===== src/core/mtw_cfg.svh =====
`ifndef MTW_CFG_SVH
`define MTW_CFG_SVH

// -----------------------------------------------------------------------------
// Register map
// -----------------------------------------------------------------------------
`define MTW_ADDR_CTRL 8'hE1
`define MTW_ADDR_DATA 8'hE2
`define MTW_CTRL_RESET 8'h04
`define MTW_DATA_RESET 8'h00

// -----------------------------------------------------------------------------
// Bus clock: bit length in system clocks for each rate code, and its quarter
// -----------------------------------------------------------------------------
`define MTW_RATIO_0 9'd32
`define MTW_RATIO_1 9'd64
`define MTW_RATIO_2 9'd128
`define MTW_RATIO_3 9'd256
`define MTW_QUARTER(r) (r / 9'd4)

// -----------------------------------------------------------------------------
// Receive buffer depth and last bit index of a byte
// -----------------------------------------------------------------------------
`define MTW_FIFO_DEPTH 8
`define MTW_LAST_BIT 4'h7

`endif


===== src/core/mtw_pkg.sv =====
`default_nettype none
package mtw_pkg;
  `include "mtw_cfg.svh"

  typedef struct packed {
    logic controller_enable;
    logic ack_out_select;
    logic transfer_done_flag;
    logic ack_in_status;
    logic start_control;
    logic stop_control;
    logic [1:0] bus_clock_rate;
  } mtw_ctrl_type;

  typedef struct packed {
    logic [7:0] addr;
    logic wr;
    logic rd;
    logic [7:0] wdata;
  } mtw_sfr_req_type;

  typedef struct packed {
    logic scl_oe;
    logic sda_oe;
  } mtw_pins_type;

  typedef enum logic [5:0] {
    MTW_IDLE = 6'h01,
    MTW_START = 6'h02,
    MTW_BIT = 6'h04,
    MTW_ACK = 6'h08,
    MTW_WAIT = 6'h10,
    MTW_STOP = 6'h20
  } mtw_state_type;
endpackage
`default_nettype wire


===== src/core/mtw_fifo.sv =====
`default_nettype none
`include "mtw_cfg.svh"
module mtw_fifo import mtw_pkg::*; #(
  parameter int WIDTH = 8,
  parameter int DEPTH = `MTW_FIFO_DEPTH
) (
  input wire logic i_clk_sys,
  input wire logic i_sys_rst,
  input wire logic i_in_valid,
  output logic o_in_ready,
  input wire logic [WIDTH-1:0] i_in_data,
  output logic o_out_valid,
  input wire logic i_out_ready,
  output logic [WIDTH-1:0] o_out_data
);
  localparam int AW = $clog2(DEPTH);
  logic [WIDTH-1:0] mem [DEPTH];
  logic [AW-1:0] wptr, rptr, next_wptr, next_rptr;
  logic [AW:0] count, next_count;
  logic push, pop;

  always_comb begin
    push = i_in_valid && o_in_ready;
    pop = o_out_valid && i_out_ready;
    next_wptr = push ? AW'(wptr + 1'b1) : wptr;
    next_rptr = pop ? AW'(rptr + 1'b1) : rptr;
    next_count = (AW+1)'(count + {{AW{1'b0}}, push} - {{AW{1'b0}}, pop});
  end

  always_ff @(posedge i_clk_sys) begin
    if (i_sys_rst) begin
      wptr <= '0;
      rptr <= '0;
      count <= '0;
    end else begin
      wptr <= next_wptr;
      rptr <= next_rptr;
      count <= next_count;
    end
  end

  always_ff @(posedge i_clk_sys) begin
    if (push) begin
      mem[wptr] <= i_in_data;
    end
  end

  assign o_in_ready = (count != (AW+1)'(DEPTH));
  assign o_out_valid = (count != '0);
  assign o_out_data = mem[rptr];
endmodule
`default_nettype wire


===== src/core/mtw_ctrl.sv =====
// Contract
// RULE1 - Software loads address byte, clears stop, then sets start to begin.
// RULE2 - After START, send seven address bits then the direction bit.
// RULE3 - Set done flag when the address byte has been shifted out.
// RULE4 - Set done flag at the end of each data byte sent.
// RULE5 - Data register write between START and STOP launches a transmit byte.
// RULE6 - Data register read between START and STOP launches a receive byte.
// RULE7 - First read after the address phase returns no slave data.
// RULE8 - Read after a receive returns the received byte and starts the next.
// RULE9 - Software waits for and clears the done flag before each next access.
// RULE10 - Software keeps start set during the transaction; clearing it ends it.
// RULE11 - Software clears start and sets stop; controller then drives STOP.
// RULE12 - Software keeps start low over one bus clock period between transactions.
// RULE13 - While receiving, ack select zero returns ACK, one returns NACK.
// RULE14 - Bus clock is system clock divided by the two-bit rate field ratio.
// RULE15 - Lines are open drain; slave ACK sampled on ninth clock, readable.
`default_nettype none
`include "mtw_cfg.svh"
module mtw_ctrl import mtw_pkg::*; (
  input wire logic i_clk_sys,
  input wire logic i_sys_rst,
  input wire mtw_sfr_req_type i_sfr,
  output logic [7:0] o_sfr_rdata,
  output logic o_transfer_done,
  input wire logic i_bus_clock_line,
  output logic o_bus_clock_line,
  output logic o_bus_clock_line_oe,
  input wire logic i_bus_data_line,
  output logic o_bus_data_line,
  output logic o_bus_data_line_oe
);
  // ---------------------------------------------------------------------------
  // State
  // ---------------------------------------------------------------------------
  mtw_state_type st, next_st;
  mtw_ctrl_type ctrl, next_ctrl;
  mtw_pins_type pins, next_pins;
  logic [7:0] shift, next_shift, rdata, next_rdata;
  logic [1:0] phase, next_phase;
  logic [3:0] bitn, next_bitn;
  // Seven bits, so that the slowest rate's quarter of 64 clocks does not wrap to zero.
  logic [6:0] div, next_div, quarter;
  logic rx_mode, next_rx_mode, addr_phase, next_addr_phase, start_q;
  logic scl_s1, scl_s2, sda_s1, sda_s2, line_lvl;
  logic tick, adv, wr_ctrl, wr_data, rd_data, push_need;
  logic fifo_in_ready, fifo_out_valid;
  logic [7:0] fifo_out_data;

  // ---------------------------------------------------------------------------
  // Pin synchronisers and received-byte buffer
  // ---------------------------------------------------------------------------
  always_ff @(posedge i_clk_sys) begin
    if (i_sys_rst) begin
      {scl_s1, scl_s2, sda_s1, sda_s2} <= 4'hF;
      line_lvl <= 1'b0;
    end else begin
      {scl_s1, scl_s2} <= {i_bus_clock_line, scl_s1};
      {sda_s1, sda_s2} <= {i_bus_data_line, sda_s1};
      line_lvl <= 1'b0;
    end
  end

  // The engine will not finish a received byte while the buffer is full.
  mtw_fifo #(.WIDTH(8), .DEPTH(`MTW_FIFO_DEPTH)) u_rx_fifo (
    .i_clk_sys(i_clk_sys),
    .i_sys_rst(i_sys_rst),
    .i_in_valid(push_need),
    .o_in_ready(fifo_in_ready),
    .i_in_data(shift),
    .o_out_valid(fifo_out_valid),
    .i_out_ready(rd_data),
    .o_out_data(fifo_out_data)
  );

  // ---------------------------------------------------------------------------
  // Next-state logic
  // ---------------------------------------------------------------------------
  always_comb begin
    unique case (ctrl.bus_clock_rate) // see RULE14
      2'h0: quarter = 7'(`MTW_QUARTER(`MTW_RATIO_0));
      2'h1: quarter = 7'(`MTW_QUARTER(`MTW_RATIO_1));
      2'h2: quarter = 7'(`MTW_QUARTER(`MTW_RATIO_2));
      2'h3: quarter = 7'(`MTW_QUARTER(`MTW_RATIO_3));
    endcase
    wr_ctrl = i_sfr.wr && (i_sfr.addr == `MTW_ADDR_CTRL);
    wr_data = i_sfr.wr && (i_sfr.addr == `MTW_ADDR_DATA);
    rd_data = i_sfr.rd && (i_sfr.addr == `MTW_ADDR_DATA);
    tick = (div == 7'h00);
    push_need = tick && (st == MTW_ACK) && (phase == 2'h3) && rx_mode && !addr_phase;
    adv = tick && !(push_need && !fifo_in_ready);
    next_st = st;
    next_ctrl = ctrl;
    next_pins = pins;
    next_shift = shift;
    next_phase = phase;
    next_bitn = bitn;
    next_rx_mode = rx_mode;
    next_addr_phase = addr_phase;
    next_div = (st == MTW_IDLE || st == MTW_WAIT) ? 7'(quarter - 7'h01) : div;
    if (tick && !adv) begin
      next_div = div;
    end else if (st != MTW_IDLE && st != MTW_WAIT) begin
      next_div = tick ? 7'(quarter - 7'h01) : 7'(div - 7'h01);
    end
    if (adv && st != MTW_IDLE && st != MTW_WAIT) begin
      next_phase = 2'(phase + 2'h1);
    end
    next_rdata = 8'h00;
    if (i_sfr.rd && i_sfr.addr == `MTW_ADDR_CTRL) begin
      next_rdata = ctrl;
    end else if (rd_data) begin
      next_rdata = fifo_out_valid ? fifo_out_data : shift; // see RULE7 see RULE8
    end
    if (wr_ctrl) begin
      next_ctrl.controller_enable = i_sfr.wdata[7];
      next_ctrl.ack_out_select = i_sfr.wdata[6];
      next_ctrl.transfer_done_flag = ctrl.transfer_done_flag & i_sfr.wdata[5];
      next_ctrl.start_control = i_sfr.wdata[3];
      next_ctrl.stop_control = i_sfr.wdata[2];
      next_ctrl.bus_clock_rate = i_sfr.wdata[1:0];
    end
    if (wr_data) begin
      next_shift = i_sfr.wdata;
    end
    unique case (st)
      MTW_IDLE: begin
        next_pins = '0;
        next_phase = 2'h0;
        if (ctrl.controller_enable && ctrl.start_control && !start_q) begin
          next_st = MTW_START; // see RULE1
        end
      end
      MTW_START: begin
        if (adv) begin
          if (phase == 2'h1) next_pins.sda_oe = 1'b1;
          if (phase == 2'h2) next_pins.scl_oe = 1'b1;
          if (phase == 2'h3) begin
            next_st = MTW_BIT; // see RULE2
            next_bitn = 4'h0;
            next_addr_phase = 1'b1;
            next_rx_mode = shift[0];
          end
        end
      end
      MTW_BIT: begin
        if (adv) begin
          unique case (phase)
            2'h0: next_pins.sda_oe = (rx_mode && !addr_phase) ? 1'b0 : !shift[7]; // see RULE2
            2'h1: next_pins.scl_oe = 1'b0;
            2'h2: next_shift = {shift[6:0], sda_s2};
            2'h3: begin
              next_pins.scl_oe = 1'b1;
              next_bitn = 4'(bitn + 4'h1);
              if (bitn == `MTW_LAST_BIT) next_st = MTW_ACK;
            end
          endcase
        end
      end
      MTW_ACK: begin
        if (adv) begin
          unique case (phase)
            2'h0: next_pins.sda_oe = (rx_mode && !addr_phase) && !ctrl.ack_out_select; // see RULE13
            2'h1: next_pins.scl_oe = 1'b0;
            2'h2: if (!(rx_mode && !addr_phase)) next_ctrl.ack_in_status = sda_s2; // see RULE15
            2'h3: begin
              next_pins.scl_oe = 1'b1;
              next_ctrl.transfer_done_flag = 1'b1; // see RULE3 see RULE4
              next_addr_phase = 1'b0;
              next_st = MTW_WAIT;
            end
          endcase
        end
      end
      MTW_WAIT: begin
        next_pins.sda_oe = 1'b0;
        next_phase = 2'h0;
        next_bitn = 4'h0;
        if (!ctrl.start_control) begin
          next_st = MTW_STOP; // see RULE11
        end else if (wr_data && !rx_mode) begin
          next_st = MTW_BIT; // see RULE5
        end else if (rd_data && rx_mode) begin
          next_st = MTW_BIT; // see RULE6
        end
      end
      MTW_STOP: begin
        if (adv) begin
          if (phase == 2'h0) next_pins = '{scl_oe: 1'b1, sda_oe: 1'b1};
          if (phase == 2'h1) next_pins.scl_oe = 1'b0;
          if (phase == 2'h2) next_pins.sda_oe = 1'b0; // see RULE11
          if (phase == 2'h3) next_st = MTW_IDLE;
        end
      end
    endcase
    if (!ctrl.controller_enable) begin
      next_st = MTW_IDLE;
      next_pins = '0;
    end
  end

  // ---------------------------------------------------------------------------
  // Registers
  // ---------------------------------------------------------------------------
  always_ff @(posedge i_clk_sys) begin
    if (i_sys_rst) begin
      st <= MTW_IDLE;
      ctrl <= `MTW_CTRL_RESET;
      pins <= '0;
      shift <= `MTW_DATA_RESET;
      rdata <= 8'h00;
      phase <= 2'h0;
      bitn <= 4'h0;
      div <= 7'h00;
      rx_mode <= 1'b0;
      addr_phase <= 1'b0;
      start_q <= 1'b0;
    end else begin
      st <= next_st;
      ctrl <= next_ctrl;
      pins <= next_pins;
      shift <= next_shift;
      rdata <= next_rdata;
      phase <= next_phase;
      bitn <= next_bitn;
      div <= next_div;
      rx_mode <= next_rx_mode;
      addr_phase <= next_addr_phase;
      start_q <= ctrl.start_control;
    end
  end

  assign o_sfr_rdata = rdata;
  assign o_transfer_done = ctrl.transfer_done_flag;
  assign o_bus_clock_line = line_lvl;
  assign o_bus_data_line = line_lvl;
  assign o_bus_clock_line_oe = pins.scl_oe; // see RULE15
  assign o_bus_data_line_oe = pins.sda_oe;
endmodule
`default_nettype wire


===== config.mk =====
export PLATFORM = sky130hd
export DESIGN_NAME = mtw_ctrl
export DESIGN_NICKNAME = d
export VERILOG_FILES = /design/src/core/mtw_pkg.sv /design/src/core/mtw_fifo.sv /design/src/core/mtw_ctrl.sv
export VERILOG_INCLUDE_DIRS = /design/src /design/src/core
export SDC_FILE = /design/constraint.sdc
export NUM_CORES = 1
export LEC_CHECK = 0
export BUFFER_PORTS_ARGS = -buffer_cell sky130_fd_sc_hd__buf_2
export CAP_MARGIN = 25
export CORE_UTILIZATION = 50
export CTS_BUF_LIST = sky130_fd_sc_hd__clkbuf_8
export CTS_CLUSTER_DIAMETER = 200
export DETAILED_ROUTE_END_ITERATION = 12
export GPL_TIMING_DRIVEN = 0
export PLACE_DENSITY = 0.75
export SYNTH_ARGS = -nofsm -noshare
export SYNTH_HDL_FRONTEND = slang
export SYNTH_SLANG_ARGS = --single-unit
export TNS_END_PERCENT = 1

===== constraint.sdc =====
create_clock -name i_clk_sys -period 3.5 [get_ports i_clk_sys]
set_clock_uncertainty 0.05 [all_clocks]
set_input_delay 0.7 -clock i_clk_sys [delete_from_list [all_inputs] [get_ports i_clk_sys]]
set_output_delay 0.7 -clock i_clk_sys [all_outputs]
set_load 0.01 [all_outputs]

==> flow_metrics.py <==
metrics = {
    "final_layout": {
        "area_growth_pct": 13.53,
        "nNetsFinal": 563,
        "drive_above_1_share_pct": 18.37,
        "diodes": 0,
        "fin_cells": 679,
    },
    "timing": {
        "post-route-min-period_ns": 3.360,
        "worst_slew_pin_slew_ns": 1.001,
        "whs_ns": 0.3823,
        "rsz0062_at_grt": "false",
        "slew_headroom_pct": 32.68,
        "report.final.slew_viol_count": 0,
        "max_freq_mhz": 297.6,
        "setup_violations": 0,
        "hold_violations": 0,
        "fin_crit_sh_pct": 96.01,
        "worst_slack_ns": 0.1396,
    },
    "pwr": {
        "power_leakage_nw": 2.358,
        "powerDensity_nw_per_um2": 452.4,
        "ir_drop_v": 0.0002447,
    },
    "synthesis": {
        "synth-compound-area-share_pct": 8.893,
        "synth_top_area_share_pct": 34.07,
        "synth_area_um2": 5642,
        "synthMuxAreaShare_pct": 11.38,
        "synth_area_per_cell_um2": 11.93,
        "synth_most_common_cell": "edfxtp_1",
        "synth_top_cell_by_area": "edfxtp_1",
        "synth_top_family_by_area": "simple AND/OR/NAND/NOR gates",
        "synthCells": 473,
        "synth_common_cells": "edfxtp_1 (64), dfxtp_1 (63), nor2_1 (45), nand2_1 (30), mux2i_1 (27)",
        "synth_warnings": 0,
        "yosys.area_share.simple_pct": 15.04,
        "yosys.area_share.adder_pct": 3.460,
        "synthArstFlopShare_pct": 0,
        "synth_flop_cell": "edfxtp_1",
        "ys_types": 64,
        "ys_seq_area_share_pct": 56.42,
        "synth_edf_count": 64,
        "synth-xor-area-share_pct": 1.708,
        "ys_top_cells_by_area": "edfxtp_1 (34%), dfxtp_1 (22%), mux4_2 (6.4%)",
        "synth-seq-cells": 127,
    },
    "place": {
        "port_buffers": 31,
        "hpwl_um": 8600,
        "dp_cells": 647,
        "gp_congestion": 0.9074,
        "dp_worst_setup_slack_ns": -0.1517,
    },
    "cts": {
        "clk-insertion-delay-late_ns": 0.44,
        "cts_tree": "yes",
        "root_buffer": "clkbuf_8",
        "cts_sinks": 127,
        "cts_setup_buffers": 0,
        "numCtsBuffers": 17,
        "htreeDepth": 4,
        "hold_buffers": 0,
        "clk_pin_slew_ns": 0.08,
        "clockBufferDepth": 2,
    },
    "global_route": {
        "antenna_found_initial": 0,
        "grt_usage_pct": 22.62,
        "grt_pass1_wl_um": 19600,
        "gr-total-overflow": 0,
        "grt_max_degree": 17,
        "grt_pass1_vias": 3982,
    },
    "drt": {
        "wl_um": 12130,
        "drt_pass1_iterations": 5,
        "vias": 3939,
        "first_iter_violations": 232,
        "post-route-drc-count": 0,
        "ant_nets": 0,
        "routed_via_density": 5.801,
        "routedWlPerCell_um": 17.86,
    },
    "floorplan": {
        "die_x_um": 108.2,
        "rows": 38,
        "die_y_um": 108.2,
        "core_area_um2": 10940,
        "io_pins": 35,
        "initial_core_util_pct": 51.59,
        "dieArea_um2": 11710,
    },
    "setup_path": {
        "cp_data_arrival_time_ns": 3.37,
        "crit_path_max_fanout": 9,
        "cp-start-kind": "flop",
        "cp.required_ns": 3.51,
        "cp-end-kind": "flop",
        "path_class": "flop to flop",
        "r2r_setup_slack_ns": 0.14,
    },
    "run_status": {
        "outcome": "finished clean",
    },
    "hold_path": {
        "min_path_type": "flop to flop",
    },
    "run": {
        "drv_cap": 0,
    },
}
worst max-delay path, cell delays in order (launching register included):
cell,delay (ns)
dfxtp_1,0.31
clkbuf_1,0.21
nor4_2,0.59
nand2_1,0.18
nor4_2,0.63
nand2_1,0.24
nor2_1,0.77
final cells by class:
class,instances,area (µm²)
clock inverters,15,171.4
well taps,140,175.2
flip-flops and latches,127,3183
multi-input cells,306,2300
clock buffers,17,234.0
repair buffers,33,170.2
plain buffers,23,103.9
fillers,909,4531
inverters,18,67.56
path summary, 6_finish.rpt:
check | from | end | depth (start not counted)
max | st[0]$_SDFFE_PP1P_ | u_rx_fifo.mem[7][7]$_DFFE_PP_ | 6
min reg2reg | sda_s1$_SDFF_PP1_ | sda_s2$_SDFF_PP1_ | 1
max reg2reg | st[0]$_SDFFE_PP1P_ | u_rx_fifo.mem[7][7]$_DFFE_PP_ | 6
min | sda_s1$_SDFF_PP1_ | sda_s2$_SDFF_PP1_ | 1
metrics by stage:
step | util, % | setup TNS (ns) | total power [W] | instance area (µm²)
global route | 58.57 | 0 | 0.002990 | 6405
global placement | 54.65 | -4.510 | 0.001628 | 5976
detailed placement | 54.78 | -1.449 | 0.001629 | 5991
CTS | 58.51 | -1.474 | 0.002918 | 6399
floorplan | - | 0 | 0.001606 | 5645
finish | 58.57 | 0 | 0.002898 | 6405
placed cells by master (no fill, tap or decap), types with 5 or more instances in the layout:
cell	Yosys	routed
a211oi_1	10	10
a21oi_1	16	16
buf_2	2	33
clkbuf_1	15	15
clkbuf_8	0	17
dfxtp_1	63	63
edfxtp_1	64	64
ha_1	14	14
inv_1	18	18
inv_6	0	7
mux2i_1	27	27
mux4_2	16	16
nand2_1	30	30
nand2b_1	10	10
nand3_1	10	10
nand3b_1	5	5
nand4_1	6	6
nor2_1	45	44
nor2b_1	7	7
nor3_1	13	13
o21ai_0	15	15
o2bb2ai_1	8	8
xor2_1	7	7
report_power, final:
group / internal, W / total (W) / switching (W) / leakage, nW
combinational: 0.0000177 / 0.0000439 / 0.0000262 / 1.06
clock: 0.000656 / 0.00130 / 0.000647 / 0.200
sequential: 0.00155 / 0.00155 / 0.00000270 / 1.10
flip-flops by register name, summed over array words and instances, names as in the netlist, 2 cells and up, named ones only:
name,count
phase,2
u_rx_fifo.count,4
shift,8
o_sfr_rdata,8
bitn,4
u_rx_fifo.mem,64
u_rx_fifo.wptr,3
div,7
st,6
u_rx_fifo.rptr,3
ctrl,7
logic make-up (layout without fill, tap and decap cells):
group,Yosys count,in the layout
adder cells (fa/ha/maj),15,15
multiplexers,44,44
flip-flops,127,127
other,1,2
buffers and inverters,41,106
XOR/XNOR,11,11
AND/OR/NAND/NOR,160,160
AO/OA/AOI/OAI,74,74
per-layer routing:
metal | routed length (µm) | track usage, %
met1 | 4953 | 25.93
met2 | 6289 | 40.26
met3 | 633 | 5.365
met4 | 250 | 9.393
met5 | 0 | 0
repair_timing:
item / 4_1_cts / 5_1_grt
endpoints found under the setup margin: 30 / 61
resized for setup: 1 / 1
gates cloned: 0 / 0
No activity file was read; power rests on OpenSTA's default activity.
